## src/hdl/oag_pkg.sv

```systemverilog
package oag_pkg;

   // addressing modes, one code each
   typedef enum logic [2:0] {
      MODE_REGISTER,
      MODE_POINTER_REGISTER,
      MODE_BASE_OFFSET,
      MODE_ABSOLUTE_ADDRESS,
      MODE_VECTOR_TABLE_CALL,
      MODE_PC_OFFSET,
      MODE_LITERAL_OPERAND
   } oag_mode_type;

   typedef enum logic [3:0] {
      INS_LOAD_REGISTER,
      INS_LOAD_PROGRAM_MEMORY,
      INS_LOAD_EXTERNAL_DATA,
      INS_JUMP_ABSOLUTE,
      INS_CALL,
      INS_JUMP_RELATIVE,
      INS_DECREMENT_BRANCH_NONZERO,
      INS_BIT_TEST_BRANCH_FALSE,
      INS_BIT_TEST_BRANCH_TRUE,
      INS_COMPARE_INCREMENT_BRANCH_EQUAL,
      INS_COMPARE_INCREMENT_BRANCH_UNEQUAL,
      INS_OTHER
   } oag_instr_type;

   typedef enum logic [1:0] {
      TGT_REGISTER_FILE,
      TGT_PROGRAM_MEMORY,
      TGT_EXTERNAL_DATA,
      TGT_PROGRAM_COUNTER
   } oag_target_type;

   typedef enum logic [1:0] {
      KIND_VALUE,
      KIND_RF_ADDR,
      KIND_MEM_ADDR,
      KIND_NEXT_PC
   } oag_kind_type;

   localparam int unsigned MODE_COUNT         = 7;
   localparam logic [7:0]  UPPER_SET_FIRST    = 8'hC0;
   localparam logic [3:0]  WREG_SELECT_NIBBLE = 4'hC;
   localparam int unsigned WREG_POINTER_BIT   = 3;
   localparam logic [7:0]  VECTOR_PAGE        = 8'h00;
   localparam logic [7:0]  BYTE_STEP          = 8'h01;
   localparam logic [7:0]  ZERO_BYTE          = 8'h00;
   localparam logic [15:0] ZERO_WORD          = 16'h0000;
   localparam logic [1:0]  READS_NONE         = 2'h0;
   localparam logic [1:0]  READS_ONE          = 2'h1;
   localparam logic [1:0]  READS_TWO          = 2'h2;

endpackage : oag_pkg

```

## src/hdl/oag_wreg_if.sv

```systemverilog
`timescale 1ns/1ps
interface oag_wreg_if;
   logic [7:0] reg_field;
   logic       short_form;
   logic [7:0] rp0;
   logic [7:0] rp1;
   logic [7:0] rf_addr;
   logic       working;

   modport resolver (
      input  reg_field,
      input  short_form,
      input  rp0,
      input  rp1,
      output rf_addr,
      output working
   );

   modport requester (
      output reg_field,
      output short_form,
      output rp0,
      output rp1,
      input  rf_addr,
      input  working
   );
endinterface : oag_wreg_if

```

## src/hdl/oag_operand_addr_gen.sv

```systemverilog
`timescale 1ns/1ps
// Function
// - seven modes, each instruction allows subset
// - register mode yields register or pair contents
// - pointer selects 8-byte working slice
// - pointer register holds register or memory address
// - pointer mode never reaches C0h to FFh
// - base offset mode never reaches C0h-FFh
// - register base from instruction plus working offset
// - memory base pair plus instruction offset
// - short offset sign-extended, memory only
// - base offset register form only plain load
// - absolute jump and call load target
// - memory loads may take absolute address
// - vector read from lowest 256 bytes
// - vector mode only for call
// - pc offset added to next address
// - pc offset only for listed branches
// - literal is one byte or word
// - top bit picks pointer, concatenate fields
// - 1100b upper nibble means working register
module oag_operand_addr_gen
   import oag_pkg::*;
(
   input  wire logic           core_clk,
   input  wire logic           rst_b,
   input  wire logic           req_valid,
   output logic                req_ready,
   input  wire oag_mode_type   req_mode,
   input  wire oag_instr_type  req_instr,
   input  wire oag_target_type req_target,
   input  wire logic [7:0]     req_reg,
   input  wire logic           req_short_reg,
   input  wire logic           req_wide,
   input  wire logic           req_short_offset,
   input  wire logic [15:0]    req_imm,
   input  wire logic [15:0]    req_pc,
   input  wire logic [7:0]     rp0,
   input  wire logic [7:0]     rp1,
   output logic                rf_rd_en,
   output logic [7:0]          rf_rd_addr,
   input  wire logic [7:0]     rf_rd_data,
   output logic                pm_rd_en,
   output logic [15:0]         pm_rd_addr,
   input  wire logic [7:0]     pm_rd_data,
   output logic                out_valid,
   output logic                out_illegal,
   output oag_kind_type        out_kind,
   output logic [15:0]         out_value
);

   typedef enum logic [1:0] {
      ST_IDLE,
      ST_READ_FIRST,
      ST_READ_SECOND,
      ST_CALC
   } oag_state_type;

   oag_state_type  state_r;
   oag_state_type  state_nxt;
   oag_mode_type   mode_r;
   oag_instr_type  instr_r;
   oag_target_type target_r;
   logic [7:0]     reg_r;
   logic           short_reg_r;
   logic           wide_r;
   logic           short_off_r;
   logic [15:0]    imm_r;
   logic [15:0]    pc_r;
   logic [7:0]     byte_hi_r;
   logic           out_valid_r;
   logic           out_illegal_r;
   oag_kind_type   out_kind_r;
   logic [15:0]    out_value_r;

   logic           mode_legal;
   logic [1:0]     n_reads;
   logic           use_pm;
   logic [15:0]    addr_first;
   logic [15:0]    addr_second;
   logic [15:0]    rd_addr;
   logic           rd_issue;
   logic [7:0]     rd_data;
   logic [15:0]    pair_word;
   logic [7:0]     sum_rf;
   logic [15:0]    mem_offset;
   logic [15:0]    rel_disp;
   logic           out_of_range;
   oag_kind_type   kind_nxt;
   logic [15:0]    value_nxt;
   logic           illegal_nxt;

   oag_wreg_if wr ();

   assign wr.reg_field  = reg_r;
   assign wr.short_form = short_reg_r;
   assign wr.rp0        = rp0;
   assign wr.rp1        = rp1;

   oag_wreg_resolve u_wreg (
      .core_clk (core_clk),
      .rst_b    (rst_b),
      .wr       (wr)
   );

   // which instruction may use which mode
   always_comb begin
      mode_legal = 1'b0;
      unique case (mode_r)
         MODE_REGISTER,
         MODE_LITERAL_OPERAND: begin
            mode_legal = 1'b1;
         end
         MODE_POINTER_REGISTER: begin
            mode_legal = 1'b1;
         end
         MODE_BASE_OFFSET: begin
            unique case (target_r)
               TGT_REGISTER_FILE:  mode_legal = (instr_r == INS_LOAD_REGISTER);
               TGT_PROGRAM_MEMORY: mode_legal = (instr_r == INS_LOAD_PROGRAM_MEMORY);
               TGT_EXTERNAL_DATA:  mode_legal = (instr_r == INS_LOAD_EXTERNAL_DATA);
               TGT_PROGRAM_COUNTER: mode_legal = 1'b0;
            endcase
         end
         MODE_ABSOLUTE_ADDRESS: begin
            unique case (target_r)
               TGT_PROGRAM_COUNTER: begin
                  mode_legal = (instr_r == INS_JUMP_ABSOLUTE) || (instr_r == INS_CALL);
               end
               TGT_PROGRAM_MEMORY: mode_legal = (instr_r == INS_LOAD_PROGRAM_MEMORY);
               TGT_EXTERNAL_DATA:  mode_legal = (instr_r == INS_LOAD_EXTERNAL_DATA);
               TGT_REGISTER_FILE:  mode_legal = 1'b0;
            endcase
         end
         MODE_VECTOR_TABLE_CALL: begin
            mode_legal = (instr_r == INS_CALL);
         end
         MODE_PC_OFFSET: begin
            unique case (instr_r)
               INS_JUMP_RELATIVE,
               INS_DECREMENT_BRANCH_NONZERO,
               INS_BIT_TEST_BRANCH_FALSE,
               INS_BIT_TEST_BRANCH_TRUE,
               INS_COMPARE_INCREMENT_BRANCH_EQUAL,
               INS_COMPARE_INCREMENT_BRANCH_UNEQUAL: mode_legal = 1'b1;
               default: mode_legal = 1'b0;
            endcase
         end
         default: mode_legal = 1'b0;
      endcase
   end

   // read plan: count, source and addresses
   always_comb begin
      n_reads    = READS_NONE;
      use_pm     = 1'b0;
      addr_first = {ZERO_BYTE, wr.rf_addr};
      unique case (mode_r)
         MODE_REGISTER,
         MODE_POINTER_REGISTER: begin
            n_reads = wide_r ? READS_TWO : READS_ONE;
         end
         MODE_BASE_OFFSET: begin
            n_reads = (target_r == TGT_REGISTER_FILE) ? READS_ONE : READS_TWO;
         end
         MODE_VECTOR_TABLE_CALL: begin
            n_reads    = READS_TWO;
            use_pm     = 1'b1;
            addr_first = {VECTOR_PAGE, imm_r[7:0]};
         end
         default: n_reads = READS_NONE;
      endcase
      if (!mode_legal) begin
         n_reads = READS_NONE;
      end
      addr_second = {addr_first[15:8], addr_first[7:0] + BYTE_STEP};
   end

   always_comb begin
      rd_issue = 1'b0;
      rd_addr  = addr_first;
      if (state_r == ST_READ_FIRST) begin
         rd_issue = (n_reads != READS_NONE);
      end else if (state_r == ST_READ_SECOND) begin
         rd_issue = (n_reads == READS_TWO);
         rd_addr  = addr_second;
      end
   end

   assign rf_rd_en   = rd_issue && !use_pm;
   assign rf_rd_addr = rd_addr[7:0];
   assign pm_rd_en   = rd_issue && use_pm;
   assign pm_rd_addr = rd_addr;
   assign rd_data    = use_pm ? pm_rd_data : rf_rd_data;
   assign req_ready  = (state_r == ST_IDLE);

   always_comb begin
      state_nxt = state_r;
      unique case (state_r)
         ST_IDLE: begin
            if (req_valid) begin
               state_nxt = ST_READ_FIRST;
            end
         end
         ST_READ_FIRST: begin
            state_nxt = (n_reads == READS_NONE) ? ST_CALC : ST_READ_SECOND;
         end
         ST_READ_SECOND: state_nxt = ST_CALC;
         ST_CALC:        state_nxt = ST_IDLE;
      endcase
   end

   always_ff @(posedge core_clk or negedge rst_b) begin
      if (!rst_b) begin
         state_r <= ST_IDLE;
      end else begin
         state_r <= state_nxt;
      end
   end

   // request capture
   always_ff @(posedge core_clk or negedge rst_b) begin
      if (!rst_b) begin
         mode_r      <= MODE_REGISTER;
         instr_r     <= INS_OTHER;
         target_r    <= TGT_REGISTER_FILE;
         reg_r       <= ZERO_BYTE;
         short_reg_r <= 1'b0;
         wide_r      <= 1'b0;
         short_off_r <= 1'b0;
         imm_r       <= ZERO_WORD;
         pc_r        <= ZERO_WORD;
      end else if (req_valid && req_ready) begin
         mode_r      <= req_mode;
         instr_r     <= req_instr;
         target_r    <= req_target;
         reg_r       <= req_reg;
         short_reg_r <= req_short_reg;
         wide_r      <= req_wide;
         short_off_r <= req_short_offset;
         imm_r       <= req_imm;
         pc_r        <= req_pc;
      end
   end

   // first byte read lands in read-second
   always_ff @(posedge core_clk or negedge rst_b) begin
      if (!rst_b) begin
         byte_hi_r <= ZERO_BYTE;
      end else if (state_r == ST_READ_SECOND) begin
         byte_hi_r <= rd_data;
      end
   end

   // effective address and operand arithmetic
   always_comb begin
      pair_word    = {byte_hi_r, rd_data};
      sum_rf       = imm_r[7:0] + byte_hi_r;
      mem_offset   = short_off_r ? {{8{imm_r[7]}}, imm_r[7:0]} : imm_r;
      rel_disp     = {{8{imm_r[7]}}, imm_r[7:0]};
      out_of_range = 1'b0;
      kind_nxt     = KIND_VALUE;
      value_nxt    = ZERO_WORD;
      unique case (mode_r)
         MODE_REGISTER: begin
            value_nxt = wide_r ? pair_word : {ZERO_BYTE, byte_hi_r};
         end
         MODE_POINTER_REGISTER: begin
            // byte points to register, pair to memory
            if (wide_r) begin
               kind_nxt  = KIND_MEM_ADDR;
               value_nxt = pair_word;
            end else begin
               kind_nxt     = KIND_RF_ADDR;
               value_nxt    = {ZERO_BYTE, byte_hi_r};
               out_of_range = (byte_hi_r >= UPPER_SET_FIRST);
            end
         end
         MODE_BASE_OFFSET: begin
            if (target_r == TGT_REGISTER_FILE) begin
               kind_nxt     = KIND_RF_ADDR;
               value_nxt    = {ZERO_BYTE, sum_rf};
               out_of_range = (sum_rf >= UPPER_SET_FIRST);
            end else begin
               kind_nxt  = KIND_MEM_ADDR;
               value_nxt = pair_word + mem_offset;
            end
         end
         MODE_ABSOLUTE_ADDRESS: begin
            kind_nxt  = (target_r == TGT_PROGRAM_COUNTER) ? KIND_NEXT_PC : KIND_MEM_ADDR;
            value_nxt = imm_r;
         end
         MODE_VECTOR_TABLE_CALL: begin
            kind_nxt  = KIND_NEXT_PC;
            value_nxt = pair_word;
         end
         MODE_PC_OFFSET: begin
            kind_nxt  = KIND_NEXT_PC;
            value_nxt = pc_r + rel_disp;
         end
         MODE_LITERAL_OPERAND: begin
            value_nxt = wide_r ? imm_r : {ZERO_BYTE, imm_r[7:0]};
         end
         default: begin
            value_nxt = ZERO_WORD;
         end
      endcase
      illegal_nxt = !mode_legal || out_of_range;
      if (illegal_nxt) begin
         value_nxt = ZERO_WORD;
      end
   end

   always_ff @(posedge core_clk or negedge rst_b) begin
      if (!rst_b) begin
         out_valid_r <= 1'b0;
      end else begin
         out_valid_r <= (state_r == ST_CALC);
      end
   end

   always_ff @(posedge core_clk or negedge rst_b) begin
      if (!rst_b) begin
         out_illegal_r <= 1'b0;
         out_kind_r    <= KIND_VALUE;
         out_value_r   <= ZERO_WORD;
      end else if (state_r == ST_CALC) begin
         out_illegal_r <= illegal_nxt;
         out_kind_r    <= kind_nxt;
         out_value_r   <= value_nxt;
      end
   end

   assign out_valid   = out_valid_r;
   assign out_illegal = out_illegal_r;
   assign out_kind    = out_kind_r;
   assign out_value   = out_value_r;
endmodule : oag_operand_addr_gen

```

## src/hdl/oag_wreg_resolve.sv

```systemverilog
`timescale 1ns/1ps
module oag_wreg_resolve
   import oag_pkg::*;
(
   input wire logic         core_clk,
   input wire logic         rst_b,
   oag_wreg_if.resolver     wr
);

   logic [7:0] ptr;

   always_comb begin
      wr.working = wr.short_form || (wr.reg_field[7:4] == WREG_SELECT_NIBBLE);
      ptr = wr.reg_field[WREG_POINTER_BIT] ? wr.rp1 : wr.rp0;
      wr.rf_addr = wr.working ? {ptr[7:3], wr.reg_field[2:0]} : wr.reg_field;
   end
endmodule : oag_wreg_resolve

```

## config.mk

```make
export PLATFORM = sky130hd
export DESIGN_NAME = oag_operand_addr_gen
export DESIGN_NICKNAME = d
export VERILOG_FILES = /design/src/hdl/oag_pkg.sv /design/src/hdl/oag_wreg_if.sv /design/src/hdl/oag_operand_addr_gen.sv /design/src/hdl/oag_wreg_resolve.sv
export SDC_FILE = /design/constraint.sdc
export NUM_CORES = 1
export LEC_CHECK = 0
export ABC_AREA = 1
export BUFFER_PORTS_ARGS = -buffer_cell sky130_fd_sc_hd__buf_2
export CAP_MARGIN = 25
export CELL_PAD_IN_SITES_DETAIL_PLACEMENT = 0
export CELL_PAD_IN_SITES_GLOBAL_PLACEMENT = 1
export CORE_ASPECT_RATIO = 0.75
export CORE_MARGIN = 2
export CORE_UTILIZATION = 35
export CTS_CLUSTER_DIAMETER = 150
export DETAILED_ROUTE_END_ITERATION = 16
export PLACE_DENSITY = 0.74
export SLEW_MARGIN = 20
export SYNTH_ARGS = -nofsm -noshare
export SYNTH_HDL_FRONTEND = slang
export SYNTH_SLANG_ARGS = --single-unit
export TNS_END_PERCENT = 5
```

## constraint.sdc

```tcl
create_clock -name core_clk -period 2.92 [get_ports core_clk]
set_input_delay 0.146 -clock core_clk [delete_from_list [all_inputs] [get_ports core_clk]]
set_output_delay 0.146 -clock core_clk [all_outputs]
set_load 0.02 [all_outputs]
```

== Yosys cells after proc, flatten, opt, wreduce, memory -nomap -nowiden ==
Index checks and enable logic that the tools add are counted.
Cells by class
  eq/ne operators: 25
  reductions and logical operators: 18
  divide/modulo/power cells: 0
  bitwise operators: 0
  muxes and demuxes: 31
  order comparisons: 2
  shift operators: 0
  add/subtract/negate cells: 4
  multipliers: 0
Operators with widths (number)
  16-bit case mux with 6 select lines: 1
  16-bit two-way mux: 5
  8-bit two-way mux: 6
  16-bit adder: 2
  4-bit by 3-bit equality test with 1-bit output, second input constant: 4
  4-bit equality test, second input constant: 4
  8-bit greater-or-equal comparator, second input constant: 2
  2-bit case mux with 4 select lines: 2
  2-bit equality test, second input constant: 5
  3-bit equality test, second input constant: 3
  8-bit by 1-bit adder with 8-bit output, second input constant: 1
  8-bit adder: 1
  4-bit by 2-bit equality test with 1-bit output, second input constant: 2
  1-bit two-way mux: 8
  2-bit two-way mux: 4
  1-bit case mux with 4 select lines: 2
  3-bit by 2-bit equality test with 1-bit output, second input constant: 2
  2-bit zero test: 3
  2-bit case mux with 3 select lines: 1
  6-bit OR reduction: 1
  1-bit case mux with 5 select lines: 1
  2-bit by 1-bit equality test with 1-bit output, second input constant: 2
  4-bit by 1-bit equality test with 1-bit output, second input constant: 1
  4-bit zero test: 1
  10 further kinds: 16
Word-level totals
  ROM bits: 0
  word-level logic and storage cells: 95
  bits in latches: 0
  memories: 0
  register bits: 82
  RAM bits: 0

== Logic depth before layout (Yosys ltp) ==
Gate-level depths: netlist (run 1).
  word-level depth: 9
  depth in mapped cells: 19
  mapped depth without buffers: 18

== Cells and area by module ==
Synthesis (run 1) repeated with hierarchy kept, for this count alone.
Second synthesis, totals
  cell total of the unflattened synthesis: 1009
  area total of the unflattened synthesis: 6855.3 um2
By module, submodules not included
  oag_operand_addr_gen: area each 6662.6 um2, times used 1, cells each 969
  oag_wreg_resolve: area each 192.7 um2, times used 1, cells each 40

== Worst setup path before layout (run 1) ==
Ideal clock, no wire load.
  path type: register to register
  from: register mode_r[1]
  to: register out_value_r[4], in the netlist out_value[4]
  data arrival time: 2.421 ns
  cell stages (with the launch flop): 16
  library setup time: 0.118 ns
  setup slack: 0.382 ns
  path buffers: 2
  required time: 2.802 ns
  period minus slack after synthesis: 2.538 ns
  cells stage by stage: dfrtp_1 > inv_2 > nand3_2 > buf_6 > buf_6 > nand2_1 > nand2_1 > ha_1 > fa_1 > nand3_1 > nand2_1 > or2_2 > a21oi_1 > o21ai_0 > nand3_1 > nand2_1
On the way
  word-level cells in the longest chain between the ends: 7
  elaborated cells between the ends (all ways): 20
  those cells by class: 1 x add/sub; 6 x eq/ne; 8 x mux; 5 x reduce/logical
Ends and longest elaborated chain
  start: declaration: line oag_operand_addr_gen.sv:61  | oag_mode_type mode_r;
  start signal: assignment: line oag_operand_addr_gen.sv:234  | mode_r <= req_mode;
  3-bit equality test: line oag_operand_addr_gen.sv:158  | unique case (mode_r)
  1-bit two-way mux: line oag_operand_addr_gen.sv:158
  8-bit two-way mux: line oag_operand_addr_gen.sv:194  | assign rd_data = use_pm ? pm_rd_data : rf_rd_data;
  via rd_data[0]: line oag_operand_addr_gen.sv:83  | logic [7:0] rd_data;
  16-bit adder: line oag_operand_addr_gen.sv:286  | value_nxt = pair_word + mem_offset;
  16-bit two-way mux: line oag_operand_addr_gen.sv:280  | if (target_r == TGT_REGISTER_FILE) begin
  16-bit case mux with 6 select lines: line oag_operand_addr_gen.sv:264  | unique case (mode_r)
  16-bit two-way mux: line oag_operand_addr_gen.sv:309  | if (illegal_nxt) begin
  end signal: assignment: line oag_operand_addr_gen.sv:330  | out_value_r <= value_nxt;
  end: declaration: line oag_operand_addr_gen.sv:74  | logic [15:0] out_value_r;
The timed path passes the listed nets, and every way through them passes these cells.
A chain may end at the register's enable or synchronous reset.

== Worst setup path after layout (run 1) ==
  from: register mode_r[0]
  to: register out_value_r[4], in the netlist out_value[4]
Same word-level chain as after synthesis.

==> key figures, run 1 <==
Global route
  – First-pass GRT wire length: 33400 um
  – Largest net degree at the start of global routing: 33
  – Overflow after GRT: 0
  – Initial antenna violation count: 1
  – Global-route usage over all layers: just over 20%
  – Vias in the first global route: 6263

Place
  – DP HPWL: 16400 um
  – I/O Buffers: 119
  – GPL Wtd Cong: 0.906
  – Placed Cells: 1370
  – Post-DP Area: 0.00774 mm2
  – Place WS: 0.255 ns

STA
  – Worst Tran Pin Value: 0.703 ns
  – Final setup vio count: 0
  – Fmax: 0.376 GHz
  – Setup TNS: 0 ns
  – RSZ-0062 raised after global routing: yes
  – Final Max Slew Viols: 0
  – Hold WS: around 0.011 ns
  – Setup WS post-layout: 0.262 ns
  – Hold Violations, Final: 0
  – Fin crit share: roughly nine tenths
  – Tmin final: 2.66 ns
  – Slew margin rel.: 53.0%
  – Clk_skew: about 0.0095 ns

Finish
  – ANT cells: 0
  – Layout cells sized above 1: 19.4%
  – Filler instances: roughly 2100
  – Core Util, Final: between 40% and 50%
  – Final std cells w/o fill: between 1000 and 1500
  – Final Instance Area: between 0.008 and 0.009 mm2
  – P&R area growth vs syn: 18.0%
  – Final nets: approximately 1300

Clock tree
  – CTS tree: done
  – CTS clk-pin slew, worst paths: 0.07 ns
  – CTS sink cnt: 82
  – H-tree levels: 3
  – Max clock buf depth: 2
  – CTS root buf: clkbuf_16
  – Worst skew pair latency: approximately 0.36 ns
  – Num CTS Buffers: 9

Floorplan
  – Core Rows: 44
  – Die area: 0.0207 mm2
  – Ports: 134
  – Die width: 166 um
  – Starting Density: 35.6%
  – Area of the core: between 0.015 and 0.02 mm2
  – DIE HEIGHT: 125 um

Route
  – DR vias/cell: 4.77
  – Vias: around 6600
  – Initial DRT Pass Iterations: 5
  – Total Wirelength: 20600 um
  – # DRC: 0
  – Antenna Nets Post-Route: 0
  – Routed len/inst: 14.8 um
  – Initial DRC Count: 411

Run status
  – Status: finished, final reports clean

Synthesis
  – Yosys reg bits: between 80 and 90
  – Synth Flop Type: dfrtp_1
  – Ys async rst share: between 90% and 100%
  – Gate Count Post-Synth: between 1000 and 1500
  – Sequential share of the synthesized area: 30.0%
  – Cell variety after synth: between 40 and 50
  – Syn avg cell area: 6.81 um2
  – Synthesized area: 0.00686 mm2
  – Synth warnings: 0
  – EDFF count, synth: 0

Power and ir drop
  – Tot Pwr: about 11 mW
  – Max VDD drop: 691 uV
  – Leakage: 4.57 nW
  – Power density over cell area: 1380 mW/mm2

Setup path
  – Worst EP required: 3.17 ns
  – Critical Path Start Type: flip-flop
  – Setup Crit Path Kind: flip-flop to flip-flop
  – Worst Setup End Kind: flip-flop
  – Max Fanout on Critical Path: 13
  – CP arrival: 2.90 ns

Job
  – Max_cap viols: 0

Min path
  – Worst min path class: input port to flip-flop
[report_power, final]
| group | switching (mW) | internal, mW | leakage (nW) | total (mW) |
|---|---|---|---|---|
| Sequential | 0.581 | 1.71 | 0.986 | 2.29 |
| Combinational | 4.86 | 2.76 | 3.43 | 7.62 |
| Clock | 0.515 | 0.778 | 0.156 | 1.29 |
| Total | 5.95 | 5.25 | 4.57 | 11.2 |
[sequential cells by signal, summed over array words and instances, names as in the netlist, 2 cells and up]
name       count
out_kind       2
reg_r          8
mode_r         3
target_r       2
imm_r         16
instr_r        4
out_value     16
state_r        2
byte_hi_r      8
pc_r          16
[routing by layer]
metal  part of all wire, %  routed length (um)  vias to the layer above  track usage, %
met5                     0                   0                        -               0
met4                   1.4                 287                        0            4.55
met3                   5.7                1160                       18            4.18
met2                    41                8420                      177            29.9
met1                    52               10700                     2965            30.3
li1                      -                   -                     3451               -
[synth_stat cells, drive strengths merged, types with 2 or more instances]
master   number  area (um2)
dfstp         3        78.8
nand2       333        1260
xnor2         8        70.1
and2          2        12.5
or2           3        18.8
nor3          9        67.6
a22oi        10        75.1
inv         152         571
o2111ai       2        17.5
nor2         60         245
nand3        96         490
a21oi        52         260
nand4        10        68.8
clkbuf       12        45.0
fa            3        60.1
ha           46         576
xor2          4        35.0
o21ai        45         229
mux2         34         383
o21a          2        15.0
nand3b        5        37.5
buf          26         189
o22ai         3        18.8
a31oi         2        12.5
dfrtp        79        1980
[critical path, stage by stage, from the launching register on]
cell,delay (ns)
dfrtp_1,0.43
inv_2,0.08
nand3_2,0.15
buf_4,0.23
nand2_1,0.06
nand2_1,0.16
fa_1,0.51
nand3_1,0.11
nand2_1,0.12
or2_2,0.29
a21oi_1,0.11
o21ai_0,0.13
nand3_1,0.10
nand2_1,0.05
[path summary, 6_finish.rpt]
path,cells after the start,start,slack [ns],endpoint
setup / recovery,13,mode_r[0],0.26,out_value[4]
hold / removal,2,req_imm[2],0.01,imm_r[2]
setup reg to reg,13,mode_r[0],0.26,out_value[4]
hold reg to reg,2,out_value[6],0.47,out_value[6]
max in group asynchronous,3,rst_b,1.88,mode_r[2]
min in group asynchronous,2,rst_b,0.27,pc_r[12]
[repair_timing]
| item | 4_1_cts | 5_1_grt |
|---|---|---|
| hold buffers | 1 | 0 |
| endpoints found under the hold margin | 30 | 0 |
| setup endpoints to repair | 0 | 2 |
| buffers inserted | 0 | 0 |
| gates resized for setup | 0 | 7 |
[layout by cell type, fill, tap and decap left out, types with 3 or more instances in the layout]
cell type  synthesis  layout
nand4_1            9       9
ha_1              46      44
clkbuf_16          0       9
buf_2              4     118
o21ai_1            2       4
conb_1             1       8
nand3b_1           5       5
mux2_2            34      34
nand2_2            4       6
a21oi_1           52      51
dfstp_2            3       3
fa_1               3       3
nor3_1             7       7
buf_4             17      22
inv_2              4       5
xor2_1             4       4
a22oi_1           10      10
or2_2              3       3
nand3_1           94      94
o22ai_1            3       3
nand2_1          329     327
o21ai_0           42      40
dfrtp_1           79      79
nor2_1            56      56
inv_1            148     147
xnor2_1            8       8
[area by class of cell]
type	instances	area [um2]	share of cell area, %
clock buffers	11	243	3.00
well taps	253	317	3.91
repair buffers	142	786	9.71
inverters	152	571	7.05
clock inverters	5	85.1	1.05
flip-flops and latches	82	2060	25.4
multi-input cells	742	4040	49.9
[cells by family (layout without fill, tap and decap cells)]
family	count (synthesis)	in the layout	share of synthesized area, %
buf+inv	190	310	11.7
simple gates	519	519	32.2
xor+xnor	12	12	1.53
other cells	1	8	0.0547
flops	82	82	30.0
compound gates	119	119	9.52
fa+ha+maj	49	49	9.27
mux	35	35	5.73
Power figures use the tool's default switching activity.
==> run 2: changes to the inputs <==
Settings changed: PLACE_DENSITY 0.74 to 0.81, REMOVE_ABC_BUFFERS from default to 1.
==> key figures, run 2 (same netlist as run 1, synthesis figures left out) <==
Route
  – Initial DRC Count: 537 (was 411)
  – # DRC: 0 (unchanged)
  – Vias: 6760 (was 6611)
  – Antenna Nets Post-Route: 0 (unchanged)
  – Total Wirelength: 20600 um (about the same)
  – Routed len/inst: 14.9 um (was 14.8 um)
  – DR vias/cell: 4.87 (was 4.77)
  – Initial DRT Pass Iterations: 5 (unchanged)

Min path
  – Worst min path class: input port to flip-flop (unchanged)
  – Hold path endpoint: reg_r[4] (was imm_r[2])
  – Hold Crit Start: req_reg[4] (was req_imm[2])
  – Hold path cells: 2 (unchanged)

Finish
  – Layout cells sized above 1: 19.2% (was 19.4%)
  – P&R area growth vs syn: 17.4% (was 18.0%)
  – Final std cells w/o fill: 1388 (was 1387)
  – Leading cell type in the layout, fill and taps excluded: nand2_1 (unchanged)
  – Most frequent cells in the layout: 328 x nand2_1, 148 x inv_1, 118 x buf_2 (was 327 x nand2_1, 147 x inv_1, 118 x buf_2)
  – ANT cells: 0 (unchanged)
  – Core Util, Final: 41.8% (was 42.0%)
  – Final nets: 1266 (was 1265)
  – Filler instances: 2100 (was 2110)
  – Final Instance Area: 0.00805 mm2 (was 0.00809 mm2)

Power and ir drop
  – Leakage: 4.57 nW (about the same)
  – Max VDD drop: 692 uV (was 691 uV)
  – Power density over cell area: 1380 mW/mm2 (about the same)

STA
  – Setup TNS: 0 ns (unchanged)
  – Worst Tran Pin Value: 0.757 ns (was 0.703 ns)
  – Tmin final: 2.75 ns (was 2.66 ns)
  – Fin crit share: 94.2% (was 91.0%)
  – Slew margin rel.: 49.5% (was 53.0%)
  – Hold Violations, Final: 0 (unchanged)
  – Final Max Slew Viols: 0 (unchanged)
  – Clk_skew: 0.00729 ns (was 0.00946 ns)
  – Hold WS: 0.0258 ns (was 0.0112 ns)
  – Final setup vio count: 0 (unchanged)
  – RSZ-0062 raised after global routing: yes (unchanged)
  – Fmax: 0.364 GHz (was 0.376 GHz)

Place
  – I/O Buffers: 119 (unchanged)
  – GPL Wtd Cong: 0.946 (was 0.906)
  – DP HPWL: 16600 um (was 16400 um)
  – Placed Cells: 1371 (was 1370)
  – Post-DP Area: 0.00775 mm2 (was 0.00774 mm2)

Clock tree
  – Num CTS Buffers: 9 (unchanged)
  – CTS root buf: clkbuf_16 (unchanged)
  – H-tree levels: 3 (unchanged)
  – CTS sink cnt: 82 (unchanged)
  – Max clock buf depth: 2 (unchanged)
  – CTS clk-pin slew, worst paths: 0.07 ns (about the same)
  – Worst skew pair latency: 0.35 ns (was 0.36 ns)
  – CTS tree: done (unchanged)

Floorplan
  – Core Rows: 44 (unchanged)
  – Area of the core: 0.0193 mm2 (unchanged)
  – DIE HEIGHT: 125 um (unchanged)
  – Ports: 134 (unchanged)
  – Die area: 0.0207 mm2 (unchanged)
  – Starting Density: 35.6% (unchanged)
  – Die width: 166 um (unchanged)

Setup path
  – Critical R2R Capture: out_value[7] (was out_value[4])
  – Max Fanout on Critical Path: 9 (was 13)
  – CP arrival: 2.99 ns (was 2.90 ns)
  – Setup Crit Path Kind: flip-flop to flip-flop (unchanged)
  – Worst Setup End Kind: flip-flop (unchanged)
  – Worst EP required: 3.16 ns (was 3.17 ns)
  – Flop-to-flop setup slack: 0.17 ns (was 0.26 ns)
  – Reg-to-Reg Start: mode_r[0] (unchanged)
  – Delay of the slowest critical-path stage: 0.43 ns (was 0.51 ns)
  – Critical Path Start Type: flip-flop (unchanged)
  – Buf+Inv Stages, Crit Path: 2 (unchanged)
  – CP dominant cell by count: nand2_1 (unchanged)
  – Reg2reg path depth: 14 (was 13)
  – Slowest cell on the critical path: dfrtp_1 (was fa_1)
  – Crit-path cells: inv_2 -> nand3_2 -> buf_4 -> o21ai_0 -> ha_1 -> nand2_1 -> nand3_1 -> nand2_1 -> nand2_1 -> or2_2 -> nand3_1 -> nand4_1 -> nand3_1 -> nand2_1 (was inv_2 -> nand3_2 -> buf_4 -> nand2_1 -> nand2_1 -> fa_1 -> nand3_1 -> nand2_1 -> or2_2 -> a21oi_1 -> o21ai_0 -> nand3_1 -> nand2_1)
  – Crit path max-delay family: simple AND/OR/NAND/NOR gates (unchanged)

Job
  – Max_cap viols: 0 (unchanged)

Global route
  – Global-route usage over all layers: 20.2% (was 20.3%)
  – First-pass GRT wire length: 33300 um (was 33400 um)
  – Initial antenna violation count: 0 (was 1)
  – Vias in the first global route: 6353 (was 6263)
  – Largest net degree at the start of global routing: 59 (was 33)
  – Overflow after GRT: 0 (unchanged)

Run status
  – Status: finished, final reports clean (unchanged)
## run 2: routing by layer
metal,global-route usage [%],part of all wire [%],wire [um]
met5,0,0,0
met4,3.32,0.79,163
met3,5.19,7.3,1500
met2,30.7,42,8710
met1,29.3,50,10300
## run 2: worst max path at each step
stage | startpoint | to | slack [ns] | cells past startpoint
after global routing | mode_r[0] | out_value[4] | -0.06 | 14
after global placement | mode_r[0] | out_value[7] | 0.25 | 14
final | mode_r[0] | out_value[7] | 0.17 | 14
after floorplan | mode_r[1] | out_value[4] | 0.16 | 14
after CTS | mode_r[0] | out_value[4] | 0.20 | 14
after detailed placement | mode_r[0] | out_value[4] | 0.23 | 14
## run 2: area by class of cell
class | instances | area, um2 | share of cell area [%]
multi-input cells | 742 | 4030 | 50.0
flip-flops and latches | 82 | 2060 | 25.5
repair buffers | 143 | 793 | 9.85
inverters | 152 | 571 | 7.09
well taps | 253 | 317 | 3.93
clock buffers | 10 | 239 | 2.97
clock inverters | 6 | 47.5 | 0.591
## run 2: power breakdown
part | internal, mW | switching (mW)
registers | 1.71 | 0.588
logic | 2.79 | 4.91
clock network | 0.611 | 0.515
## run 2: stage by stage
stage / total power, mW / worst slack (ns)
finish: 11.1 / 0.170
global route: 12.3 / -0.0592
CTS: 11.1 / 0.199
detailed placement: 9.92 / 0.229
global placement: 9.86 / 0.248
floorplan: 7.67 / 0.163
## run 2: worst reg2reg max path, stage by stage (launching register included)
cell and delay (ns):
dfrtp_1 0.43, inv_2 0.14, nand3_2 0.12, buf_4 0.18, o21ai_0 0.33, ha_1 0.38, nand2_1 0.11, nand3_1 0.13
nand2_1 0.09, nand2_1 0.09, or2_2 0.28, nand3_1 0.12, nand4_1 0.09, nand3_1 0.09, nand2_1 0.05
## run 2: timing repair
action                                 4_1_cts  5_1_grt
resized for setup                            0        2
endpoints found under the hold margin       27        0
setup endpoints to repair                    0       10
hold buffers                                 1        0
setup buffers                                0        0
